File: src/rpae_defines.vh
// Constants for the root port advanced error logging block
`ifndef RPAE_DEFINES_VH
`define RPAE_DEFINES_VH

// ============================================================
// Configuration space offsets
`define RPAE_OFS_UNC_STATUS   12'h144
`define RPAE_OFS_UNC_MASK     12'h148
`define RPAE_OFS_UNC_SEVER    12'h14C
`define RPAE_OFS_CAP_CTRL     12'h158
`define RPAE_OFS_HDR_DW0      12'h15C
`define RPAE_OFS_HDR_DW1      12'h160
`define RPAE_OFS_HDR_DW2      12'h164
`define RPAE_OFS_HDR_DW3      12'h168
`define RPAE_OFS_ROOT_CMD     12'h16C
`define RPAE_OFS_ROOT_FLAGS   12'h170
`define RPAE_OFS_SRC_REQ      12'h174

// ============================================================
// Uncorrectable error register layout
`define RPAE_UNC_IMPL         32'h001F_F030
`define RPAE_UNC_SEVER_RST    32'h0006_2030
`define RPAE_UNC_MASK_RST     32'h0000_0000

// ============================================================
// Capability and control fields
`define RPAE_CC_PTR_HI        4
`define RPAE_CC_PTR_LO        0
`define RPAE_CC_GEN_ABLE      5
`define RPAE_CC_GEN_ON        6
`define RPAE_CC_VER_ABLE      7
`define RPAE_CC_VER_ON        8

// ============================================================
// Root command and root flag fields
`define RPAE_CMD_COR          0
`define RPAE_CMD_NF           1
`define RPAE_CMD_FAT          2
`define RPAE_CMD_WIDTH        3
`define RPAE_FL_COR_SEEN      0
`define RPAE_FL_COR_REP       1
`define RPAE_FL_UNC_SEEN      2
`define RPAE_FL_UNC_REP       3
`define RPAE_FL_FIRST_FAT     4
`define RPAE_FL_NF_ARR        5
`define RPAE_FL_FAT_ARR       6
`define RPAE_FL_WIDTH         7
`define RPAE_VEC_HI           31
`define RPAE_VEC_LO           27

// ============================================================
// Error message codes carried in the message header
`define RPAE_MSG_ERR_COR      8'h30
`define RPAE_MSG_ERR_NF       8'h31
`define RPAE_MSG_ERR_FAT      8'h33

`endif

File: src/rpae_msg_decode.v
// Decoder that classifies received error messages
`timescale 1ns/1ps
`default_nettype none
`include "rpae_defines.vh"

module rpae_msg_decode
(
    // Received message
    input  wire        msg_valid,
    input  wire [7:0]  msg_code,
    // Classified pulses
    output wire        is_cor,
    output wire        is_nf,
    output wire        is_fat
);

    // ============================================================
    // Code match; unknown codes are dropped here on purpose
    assign is_cor = msg_valid & (msg_code == `RPAE_MSG_ERR_COR);
    assign is_nf  = msg_valid & (msg_code == `RPAE_MSG_ERR_NF);
    assign is_fat = msg_valid & (msg_code == `RPAE_MSG_ERR_FAT);

endmodule // rpae_msg_decode
`default_nettype wire

File: src/rpae_error_log.v
// Root port advanced error logging, flags and configuration registers
`timescale 1ns/1ps
`default_nettype none
`include "rpae_defines.vh"

module rpae_error_log
#(
    parameter       GEN_ABLE   = 1'b0,
    parameter       VER_ABLE   = 1'b0,
    parameter [4:0] IRQ_VECTOR = 5'h0
)
(
    // Clock and reset
    input  wire         clock,
    input  wire         srst,
    // Configuration access
    input  wire         cfg_wr,
    input  wire         cfg_rd,
    input  wire [11:0]  cfg_addr,
    input  wire [3:0]   cfg_be,
    input  wire [31:0]  cfg_wdata,
    output wire [31:0]  cfg_rdata,
    output wire         cfg_rvalid,
    // Errors detected by this port
    input  wire         det_valid,
    input  wire [4:0]   det_bit,
    input  wire [127:0] det_header,
    // Error messages sent upstream by this port
    output wire         err_msg_valid,
    output wire         err_msg_fatal,
    // Error messages received from below
    input  wire         msg_valid,
    input  wire [7:0]   msg_code,
    input  wire [15:0]  msg_req_id,
    // Data path controls
    output wire         end_crc_generate_on,
    output wire         end_crc_verify_on,
    // Interrupt request and vector
    output wire         aer_irq_req,
    output wire [4:0]   aer_irq_vector_number
);

    // ============================================================
    // Storage
    reg  [31:0]  unc_status_reg;
    reg  [31:0]  unc_status_next;
    reg  [31:0]  unc_mask_reg;
    reg  [31:0]  unc_sever_reg;
    reg  [4:0]   first_fault_position_reg;
    reg          log_held_reg;
    reg          log_held_next;
    reg          crc_gen_reg;
    reg          crc_ver_reg;
    reg  [127:0] logged_packet_header_reg;
    reg  [`RPAE_CMD_WIDTH-1:0] root_cmd_reg;
    reg  [`RPAE_FL_WIDTH-1:0]  flags_reg;
    reg  [`RPAE_FL_WIDTH-1:0]  flags_set;
    reg  [`RPAE_FL_WIDTH-1:0]  flags_clr;
    reg  [`RPAE_FL_WIDTH-1:0]  flags_next;
    reg  [15:0]  correctable_source_requester_reg;
    reg  [15:0]  uncorrectable_source_requester_reg;
    reg          msg_out_valid_reg;
    reg          msg_out_fatal_reg;
    reg          irq_reg;
    reg  [31:0]  rdata_reg;
    reg  [31:0]  rdata_next;
    reg          rvalid_reg;

    wire [31:0]  wmask;
    wire         is_cor;
    wire         is_nf;
    wire         is_fat;
    wire         is_unc;
    wire         wr_unc_status;
    wire         wr_flags;
    wire         capture;
    wire [31:0]  det_onehot;

    // ============================================================
    // Byte enables widened to bit lanes
    genvar g;
    generate
        for (g = 0; g < 4; g = g + 1)
        begin : g_lane
            assign wmask[g*8 +: 8] = {8{cfg_be[g]}};
        end
    endgenerate

    assign wr_unc_status = cfg_wr & (cfg_addr == `RPAE_OFS_UNC_STATUS);
    assign wr_flags      = cfg_wr & (cfg_addr == `RPAE_OFS_ROOT_FLAGS);
    assign det_onehot    = 32'h0000_0001 << det_bit;

    // ============================================================
    // Message classification
    rpae_msg_decode u_decode
    (
        .msg_valid (msg_valid),
        .msg_code  (msg_code),
        .is_cor    (is_cor),
        .is_nf     (is_nf),
        .is_fat    (is_fat)
    );

    assign is_unc = is_nf | is_fat;

    // ============================================================
    // Local uncorrectable status and header log
    // hold log while its bit stands
    assign capture = det_valid & ~log_held_reg;

    always @*
    begin
        unc_status_next = unc_status_reg;
        if (wr_unc_status)
            unc_status_next = unc_status_next & ~(cfg_wdata & wmask);
        if (det_valid)
            unc_status_next = unc_status_next | det_onehot;
        unc_status_next = unc_status_next & `RPAE_UNC_IMPL;

        // release log once its bit cleared
        log_held_next = log_held_reg;
        if (capture)
            log_held_next = 1'b1;
        else if (!unc_status_next[first_fault_position_reg])
            log_held_next = 1'b0;
    end

    always @(posedge clock)
    begin
        if (srst)
        begin
            unc_status_reg           <= 32'h0000_0000;
            log_held_reg             <= 1'b0;
            first_fault_position_reg <= 5'h00;
            logged_packet_header_reg <= 128'h0;
        end
        else
        begin
            unc_status_reg <= unc_status_next;
            log_held_reg   <= log_held_next;
            if (capture)
            begin
                first_fault_position_reg <= det_bit;
                logged_packet_header_reg <= det_header;
            end
        end
    end

    // ============================================================
    // Outgoing error message for local errors
    always @(posedge clock)
    begin
        if (srst)
        begin
            msg_out_valid_reg <= 1'b0;
            msg_out_fatal_reg <= 1'b0;
        end
        else
        begin
            msg_out_valid_reg <= det_valid & ~unc_mask_reg[det_bit];
            msg_out_fatal_reg <= det_valid & unc_sever_reg[det_bit];
        end
    end

    assign err_msg_valid = msg_out_valid_reg;
    assign err_msg_fatal = msg_out_fatal_reg & msg_out_valid_reg;

    // ============================================================
    // Writable control registers
    always @(posedge clock)
    begin
        if (srst)
        begin
            unc_mask_reg  <= `RPAE_UNC_MASK_RST;
            unc_sever_reg <= `RPAE_UNC_SEVER_RST;
            crc_gen_reg   <= 1'b0;
            crc_ver_reg   <= 1'b0;
            root_cmd_reg  <= {`RPAE_CMD_WIDTH{1'b0}};
        end
        else if (cfg_wr)
        begin
            case (cfg_addr)
                `RPAE_OFS_UNC_MASK:
                    unc_mask_reg <= ((unc_mask_reg & ~wmask) | (cfg_wdata & wmask))
                                    & `RPAE_UNC_IMPL;
                `RPAE_OFS_UNC_SEVER:
                    unc_sever_reg <= ((unc_sever_reg & ~wmask) | (cfg_wdata & wmask))
                                     & `RPAE_UNC_IMPL;
                `RPAE_OFS_CAP_CTRL:
                begin
                    if (cfg_be[0])
                        crc_gen_reg <= cfg_wdata[`RPAE_CC_GEN_ON];
                    if (cfg_be[1])
                        crc_ver_reg <= cfg_wdata[`RPAE_CC_VER_ON];
                end
                `RPAE_OFS_ROOT_CMD:
                    if (cfg_be[0])
                        root_cmd_reg <= cfg_wdata[`RPAE_CMD_WIDTH-1:0];
                default:
                    root_cmd_reg <= root_cmd_reg;
            endcase
        end
    end

    assign end_crc_generate_on = crc_gen_reg;
    assign end_crc_verify_on   = crc_ver_reg;

    // ============================================================
    // Root error flags from received messages
    always @*
    begin
        flags_set = {`RPAE_FL_WIDTH{1'b0}};
        flags_set[`RPAE_FL_COR_SEEN] = is_cor & ~flags_reg[`RPAE_FL_COR_SEEN];
        flags_set[`RPAE_FL_COR_REP]  = is_cor & flags_reg[`RPAE_FL_COR_SEEN];
        flags_set[`RPAE_FL_UNC_SEEN] = is_unc & ~flags_reg[`RPAE_FL_UNC_SEEN];
        flags_set[`RPAE_FL_UNC_REP]  = is_unc & flags_reg[`RPAE_FL_UNC_SEEN];
        flags_set[`RPAE_FL_FIRST_FAT] = is_fat & ~flags_reg[`RPAE_FL_UNC_SEEN];
        flags_set[`RPAE_FL_NF_ARR]   = is_nf;
        flags_set[`RPAE_FL_FAT_ARR]  = is_fat;

        flags_clr = {`RPAE_FL_WIDTH{1'b0}};
        if (wr_flags && cfg_be[0])
            flags_clr = cfg_wdata[`RPAE_FL_WIDTH-1:0];
        flags_next = (flags_reg & ~flags_clr) | flags_set;
    end

    always @(posedge clock)
    begin
        if (srst)
        begin
            flags_reg                          <= {`RPAE_FL_WIDTH{1'b0}};
            correctable_source_requester_reg   <= 16'h0000;
            uncorrectable_source_requester_reg <= 16'h0000;
        end
        else
        begin
            flags_reg <= flags_next;
            if (is_cor && !flags_reg[`RPAE_FL_COR_SEEN])
                correctable_source_requester_reg <= msg_req_id;
            if (is_unc && !flags_reg[`RPAE_FL_UNC_SEEN])
                uncorrectable_source_requester_reg <= msg_req_id;
        end
    end

    // ============================================================
    // Interrupt request, a level held while an enabled flag stands
    always @(posedge clock)
    begin
        if (srst)
        begin
            irq_reg <= 1'b0;
        end
        else
        begin
            irq_reg <= (root_cmd_reg[`RPAE_CMD_COR] & flags_next[`RPAE_FL_COR_SEEN])
                     | (root_cmd_reg[`RPAE_CMD_NF]  & flags_next[`RPAE_FL_NF_ARR])
                     | (root_cmd_reg[`RPAE_CMD_FAT] & flags_next[`RPAE_FL_FAT_ARR]);
        end
    end

    assign aer_irq_req           = irq_reg;
    assign aer_irq_vector_number = IRQ_VECTOR;

    // ============================================================
    // Read path; unmapped offsets read as zero
    always @*
    begin
        rdata_next = 32'h0000_0000;
        case (cfg_addr)
            `RPAE_OFS_UNC_STATUS: rdata_next = unc_status_reg;
            `RPAE_OFS_UNC_MASK:   rdata_next = unc_mask_reg;
            `RPAE_OFS_UNC_SEVER:  rdata_next = unc_sever_reg;
            `RPAE_OFS_CAP_CTRL:
            begin
                rdata_next[`RPAE_CC_PTR_HI:`RPAE_CC_PTR_LO] = first_fault_position_reg;
                rdata_next[`RPAE_CC_GEN_ABLE] = GEN_ABLE;
                rdata_next[`RPAE_CC_GEN_ON]   = crc_gen_reg;
                rdata_next[`RPAE_CC_VER_ABLE] = VER_ABLE;
                rdata_next[`RPAE_CC_VER_ON]   = crc_ver_reg;
            end
            `RPAE_OFS_HDR_DW0: rdata_next = logged_packet_header_reg[31:0];
            `RPAE_OFS_HDR_DW1: rdata_next = logged_packet_header_reg[63:32];
            `RPAE_OFS_HDR_DW2: rdata_next = logged_packet_header_reg[95:64];
            `RPAE_OFS_HDR_DW3: rdata_next = logged_packet_header_reg[127:96];
            `RPAE_OFS_ROOT_CMD: rdata_next[`RPAE_CMD_WIDTH-1:0] = root_cmd_reg;
            `RPAE_OFS_ROOT_FLAGS:
            begin
                rdata_next[`RPAE_FL_WIDTH-1:0]          = flags_reg;
                rdata_next[`RPAE_VEC_HI:`RPAE_VEC_LO]   = IRQ_VECTOR;
            end
            `RPAE_OFS_SRC_REQ:
                rdata_next = {uncorrectable_source_requester_reg,
                              correctable_source_requester_reg};
            default: rdata_next = 32'h0000_0000;
        endcase
    end

    always @(posedge clock)
    begin
        if (srst)
        begin
            rdata_reg  <= 32'h0000_0000;
            rvalid_reg <= 1'b0;
        end
        else
        begin
            rvalid_reg <= cfg_rd;
            if (cfg_rd)
            begin
                rdata_reg <= rdata_next;
            end
        end
    end

    assign cfg_rdata  = rdata_reg;
    assign cfg_rvalid = rvalid_reg;

endmodule // rpae_error_log
`default_nettype wire

File: config.mk
export PLATFORM = sky130hd
export DESIGN_NAME = rpae_error_log
export DESIGN_NICKNAME = d
export VERILOG_FILES = /design/src/rpae_msg_decode.v /design/src/rpae_error_log.v
export VERILOG_INCLUDE_DIRS = /design/src
export SDC_FILE = /design/constraint.sdc
export NUM_CORES = 1
export LEC_CHECK = 0
export BUFFER_PORTS_ARGS = -buffer_cell sky130_fd_sc_hd__buf_2
export CAP_MARGIN = 10
export CORE_MARGIN = 5
export CORE_UTILIZATION = 40
export DETAILED_ROUTE_END_ITERATION = 8
export PLACE_DENSITY = 0.7
export SLEW_MARGIN = 20
export SYNTH_ARGS = -nofsm -noshare
export SYNTH_HDL_FRONTEND = slang
export SYNTH_SLANG_ARGS = --single-unit
File: constraint.sdc
create_clock -name clock -period 2.9 [get_ports clock]
set_input_delay 0.29 -clock clock [delete_from_list [all_inputs] [get_ports clock]]
set_output_delay 0.29 -clock clock [all_outputs]
set_load 0.03 [all_outputs]
## Yosys cells after proc, flatten, opt, wreduce, memory -nomap -nowiden

Index checks and enable logic that the tools add are counted.

| storage, ports and cells | value |
|---|---|
| register bits after elaboration | 247 |
| input port bits | 211 |
| output and inout port bits | 43 |
| logic and storage cells | 97 |

| cells by class | value |
|---|---|
| $lt $le $gt $ge | 2 |
| equal/unequal tests | 15 |
| shift operators | 1 |
| muxes and demuxes | 16 |
| bitwise operators | 36 |
| reduce and logical (&&, ||, !) cells | 10 |

Operators by type and width:

| cell | count |
|---|---|
| 18-bit case mux with 8 select lines | 1 |
| 12-bit by 9-bit == test with 1-bit output (second input constant) | 11 |
| 21-bit bitwise AND | 4 |
| 21-bit OR | 3 |
| 21-bit 2-to-1 mux | 2 |
| 21-bit NOT | 2 |
| 4-bit case mux with 10 select lines | 1 |
| 5-bit case mux with 6 select lines | 1 |
| 3-bit case mux with 9 select lines | 1 |
| 8-bit by 6-bit == test with 1-bit output (second input constant) | 3 |
| 1-bit by 5-bit << shifter with 21-bit output (first input constant) | 1 |
| 1-bit bitwise AND | 17 |
| 1-bit binary-select mux with 5-bit select | 3 |
| 2-bit case mux with 7 select lines | 1 |
| 5-bit by 6-bit less-than comparator with 1-bit output (second input constant) | 2 |
| 3-bit AND reduction | 3 |
| 7-bit bitwise AND | 1 |
| 7-bit 2-to-1 mux | 1 |
| 7-bit NOT | 1 |
| 7-bit OR | 1 |
| 1-bit 2-to-1 mux | 5 |
| 1-bit NOT | 4 |
| 2-bit AND reduction | 2 |
| 1-bit logical AND | 3 |
| other kinds (3) | 6 |

## Longest topological paths before layout

| logic depth | value |
|---|---|
| word-level depth | 10 |
| gate-level depth with buffers | 9 |

## By module

Synthesis repeated with hierarchy kept, for this count alone.

| second synthesis, totals | value |
|---|---|
| cell total of the unflattened synthesis | 1,294 |
| area, all modules | 10,502.6 um2 |

By module, submodules not included:

| module | instances | cells an instance | area each (um2) | seq. area each (um2) |
|---|---|---|---|---|
| rpae_error_log | 1 | 1,287 | 10,452.5 | 4,944.7 |
| rpae_msg_decode | 1 | 7 | 50.0 | 0.0 |

## Least setup slack after synthesis

No wires, ideal clock.

| path | value |
|---|---|
| path kind | input-to-reg |
| from | input cfg_addr[11] |
| to | register log_held_reg |
| library setup time | 0.119 ns |
| data arrival time | 2.135 ns |
| data required time | 2.781 ns |
| slack | 0.646 ns |
| stages | 8 |
| path buffers | 2 |
| cells stage by stage | or4_4 -> buf_4 -> nor3_2 -> buf_4 -> nand3_1 -> o2bb2ai_1 -> a211o_1 -> o221a_2 |

| between the ends | value |
|---|---|
| longest elaborated chain between the ends | 8 |

RTL lines:

| item | RTL line | source |
|---|---|---|
| start, declared | rpae_error_log.v:19 | `input wire [11:0] cfg_addr,` |
| 12-bit by 9-bit == test with 1-bit output * | n/a |  |
| 1-bit bitwise AND * | rpae_error_log.v:89 | `` assign wr_unc_status = cfg_wr & (cfg_addr == `RPAE_OFS_UNC_STATUS); `` |
| 21-bit 2-to-1 mux * | rpae_error_log.v:114 | `if (wr_unc_status)` |
| 21-bit OR | rpae_error_log.v:117 | `unc_status_next = unc_status_next \| det_onehot;` |
| 21-bit 2-to-1 mux * | rpae_error_log.v:116 | `if (det_valid)` |
| 1-bit binary-select mux with 5-bit select * | rpae_error_log.v:124 | `else if (!unc_status_next[first_fault_position_reg])` |
| 1-bit 2-to-1 mux (implied by the code) * | rpae_error_log.v:124 |  |
| 2-bit inequality test (no source line) * | n/a |  |
| end signal, assigned | rpae_error_log.v:140 | `log_held_reg <= log_held_next;` |
| end, declared | rpae_error_log.v:50 | `reg log_held_reg;` |

Mark *: on every way between the ends. The rest lies on a longest branch, timed or not. The select of a mux whose other input is x is not followed.
A chain may end at the register's enable or synchronous reset.

## Worst setup path in the final report

| path | value |
|---|---|
| from | input cfg_addr[11] |
| to | register rdata_reg[9] (netlist: cfg_rdata[9]) |

| between the ends | value |
|---|---|
| longest elaborated chain between the ends | 2 |
| elaborated cells on any way between the ends | 9 |

RTL lines:

| item | RTL line | source |
|---|---|---|
| 12-bit by 9-bit == test with 1-bit output | rpae_error_log.v:269 | `case (cfg_addr)` |
| 18-bit case mux with 8 select lines * | rpae_error_log.v:269 |  |
| end signal, assigned | rpae_error_log.v:310 | `rdata_reg <= rdata_next;` |
| end, declared | rpae_error_log.v:65 | `reg [31:0] rdata_reg;` |

Mark *: on every way between the ends. The rest lies on a longest branch, timed or not.

==> impl_results.md <==
* Sw Pwr at around 2.0 mW
* Drc violations at 16
* Worst Path Arrival at ~2.5 ns
* GRT Util Overall at between 20% and 30%
* CTS tree: built
* Layout cells sized above 1 at between 20% and 30%
* Final hold viol count at 0
* Peak Freq at ~480 MHz
* Worst path slowest cell: or4_4
* Clock Latency Late Sink at between 0.5 and 0.6 ns
* Io pins at about 250
* Post-Synthesis Cell Area at between 10000 and 15000 sq um
* CTS max path bufs at 3
* Setup TNS Final at 0 ns
* Period Utilization, post-route at a little under three quarters
* CTS H-tree lvls at 1
* Clock network power share at between 40% and 50%
* Synthesis-to-layout area growth at 33.2%
* Crit path max-delay family: simple AND/OR/NAND/NOR gates
* Slew margin rel. at a little under half
* Post-CTS Setup Repair Bufs at 0
* Async SR Flop Fraction at 0%
* Largest net degree at the start of global routing at between 100 and 150
* Critical path, cell by cell: buf_2, or4_4, or4_1, buf_4, nor2_8, a222oi_1, a221oi_1
* Met3 wire len at between 3000 and 4000 um
* Clock sink count at approximately 250
* Resized cells post-CTS at 0
* Seq/Total Area, Yosys at 46.3%
* Fillers at between 2k and 2.5k
* Final Setup Violations at 0
* Starting Density at approximately two fifths
* Xor and xnor area share after synthesis at less than 1%
* Worst path bufs/invs at 2
* Comb power frac at 10.3%
* Synth top area cells: dfxtp_1 46%, nand2_1 13%, a21oi_1 8.2%
* Max Used Layer: met4
* Initial antenna violation count at 3
* Failing checks: DRC
* WL/cell at 20.4 um
* DP HPWL at ~28000 um
* Synth Area in Compound Gates at between 20% and 30%
* Max Clock Skew at 0.0163 ns
* Number of flops mapped to enable cells by yosys at 0
* Tmin final at 2.08 ns
* Largest fanout on the critical path at 26
* Vias at between 10k and 15k
* Via count of the first global-routing pass at 10.4k
* Mux cell area share after synthesis at under 10%
* Die area at 30100 sq um
* Adder-cell share of the synthesized area at 0%
* Clock slew at reported path FFs at 0.06 ns
* TritonCTS Buffers at 27
* Simple-gate share of the synthesized area at between 20 and 25%
* Max-slew violations at 0
* CP required at 3.35 ns
* Chip height at between 150 and 200 um
* First-pass GRT wire length at 60800 um
* DRT Pass-1 Iters at 9
* Max reg flops at roughly 130
* P_int at 5.89 mW
* Core Region at ~26000 sq um
* Status: finished, violations left
* Grt total ovfl at 0
* Syn avg cell area at between 8 and 9 sq um
* WS Path Type: in -> reg
* Final nets at 1816
* Maximum VDD drop at about 430 uV
* Leak at roughly 5.7 nW
* Hold Crit Class: in -> reg
* Post-synthesis cell count at roughly 1.3k
* Sw frac at between 20% and 30%
* Detail Route met2 WL at roughly 18000 um
* Final wirelength at between 40000 and 50000 um
* Syn. warnings at 0
* DRT iter0 DRCs at 1243
* Worst-Margin Slew at around 0.80 ns
* Unrepaired setup endpoints after global routing: false
* MaxCap Viol Count at 0
* Die X at between 150 and 200 um
* Met1 wire length at between 15000 and 20000 um
* CTS Hold Buffers Added at ~120
* Row cnt at 59
* CP max stage delay at approximately 0.53 ns
* Synth Flop Type: dfxtp_1
* Seq cells post-synth at ~250
* Vias/cell at 5.67
* Minimum hold slack at 0.0125 ns
* Setup crit start kind: primary input
* Sequential fraction of design power at 45.9%
* Synth cell types at 71
* Crit end category: register
* Root Buffer: clkbuf_16
* Port Buffers at between 200 and 250
* Gpl congestion at just over 0.9
* ANT nets after route at 0
* Main combinational cell family by area after synthesis: simple AND/OR/NAND/NOR gates
* Area leader, netlist: dfxtp_1
* Cell Pwr Density at 554 nW/um^2
* Yosys top cell area share at 46.3%
[layout make-up]
class | instances | area (sq um) | area share (%)
Multi-Input combinational cell | 938 | 5260 | 37.0
Clock inverter | 13 | 135 | 0.950
Timing Repair Buffer | 382 | 2670 | 18.8
Tap cell | 335 | 419 | 2.95
Clock buffer | 35 | 756 | 5.31
Antenna cell | 3 | 7.51 | 0.0528
Sequential cell | 247 | 4940 | 34.7
Inverter | 9 | 33.8 | 0.237
[Yosys cell counts (5+ instances only)]
library cell and n:
nand2b_1 10, a22oi_1 23, nand4_1 9, nand2_1 365, dfxtp_1 247, o21ai_0 5, a211oi_1 7, nor2b_1 7
clkbuf_1 76, buf_1 9, a222oi_1 41, buf_2 9, mux2i_1 51, buf_4 9, inv_1 9, and2_1 5
and3_1 16, nor2_1 80, nand3_1 22, a21oi_1 174, a221oi_1 23, nor3_1 8
[per-layer routing]
metal  track usage (%)  vias to the layer above
met5                 0                        -
met4              8.55                        0
met3              4.45                       81
met2              39.6                      610
met1              34.8                     5243
li1                  -                     5197
[worst paths after layout]
path	cells after the start	slack (ns)	endpoint	startpoint
max	7	0.82	cfg_rdata[9]	cfg_addr[11]
min	3	0.01	logged_packet_header_reg[40]	det_header[40]
max reg2reg	4	1.14	logged_packet_header_reg[74]	log_held_reg
min reg2reg	2	0.45	logged_packet_header_reg[77]	logged_packet_header_reg[77]
[power groups by stage]
| stage | combinational (mW) | clock [mW] | sequential, mW |
|---|---|---|---|
| 6_report | 0.808 | 3.45 | 3.62 |
| 5_1_grt | 0.880 | 3.62 | 3.63 |
| 4_1_cts | 0.789 | 3.48 | 3.62 |
| 3_5_place_dp | 0.666 | 0 | 3.69 |
| 3_3_place_gp | 0.657 | 0 | 3.69 |
| 2_1_floorplan | 0.380 | 0 | 3.66 |
[kinds of logic after synthesis]
kind of cell    after synthesis
simple gates                554
compound gates              320
flops                       247
buf+inv                     117
mux                          56
xor+xnor                      3
other cells                   1
[stage by stage]
| step | util [%] | power (mW) | std cells | instance area [sq um] | worst slack (ns) |
|---|---|---|---|---|---|
| finish | 54.3 | 7.88 | 1962 | 14200 | 0.816 |
| global route | 54.3 | 8.13 | 1962 | 14200 | 0.730 |
| CTS | 54.2 | 7.88 | 1958 | 14200 | 0.843 |
| detailed placement | 46.4 | 4.36 | 1794 | 12200 | 0.288 |
| global placement | 46.4 | 4.34 | 1794 | 12200 | 0.301 |
| floorplan | - | 4.04 | 1302 | 10700 | 0.646 |
[worst register-to-register path: stages (launching register included)]
cell     delay (ns)
dfxtp_1        0.36
nor2_4         0.46
buf_12         0.42
nand2_1        0.31
a21oi_1        0.15
[placed cells by master (no fill, tap or decap), types with 4 or more instances in the layout]
master,Yosys,final
a211oi_1,7,7
a21oi_1,174,174
a221oi_1,23,23
a221oi_2,4,4
a222oi_1,41,41
a22oi_1,23,23
and2_1,5,5
and3_1,16,16
buf_12,0,7
buf_2,9,231
buf_4,9,26
clkbuf_16,0,27
clkbuf_8,0,5
clkinv_2,0,8
conb_1,1,5
dfxtp_1,247,247
dlygate4sd3_1,0,117
inv_1,9,9
mux2i_1,51,51
mux4_2,4,4
nand2_1,365,365
nand2b_1,10,9
nand3_1,22,22
nand4_1,9,9
nor2_1,80,79
nor2_4,3,4
nor2b_1,7,7
nor3_1,8,8
nor3_2,4,4
nor3b_1,4,4
o21ai_0,5,5
o41ai_1,4,4
No activity file was read; power rests on OpenSTA's default activity.
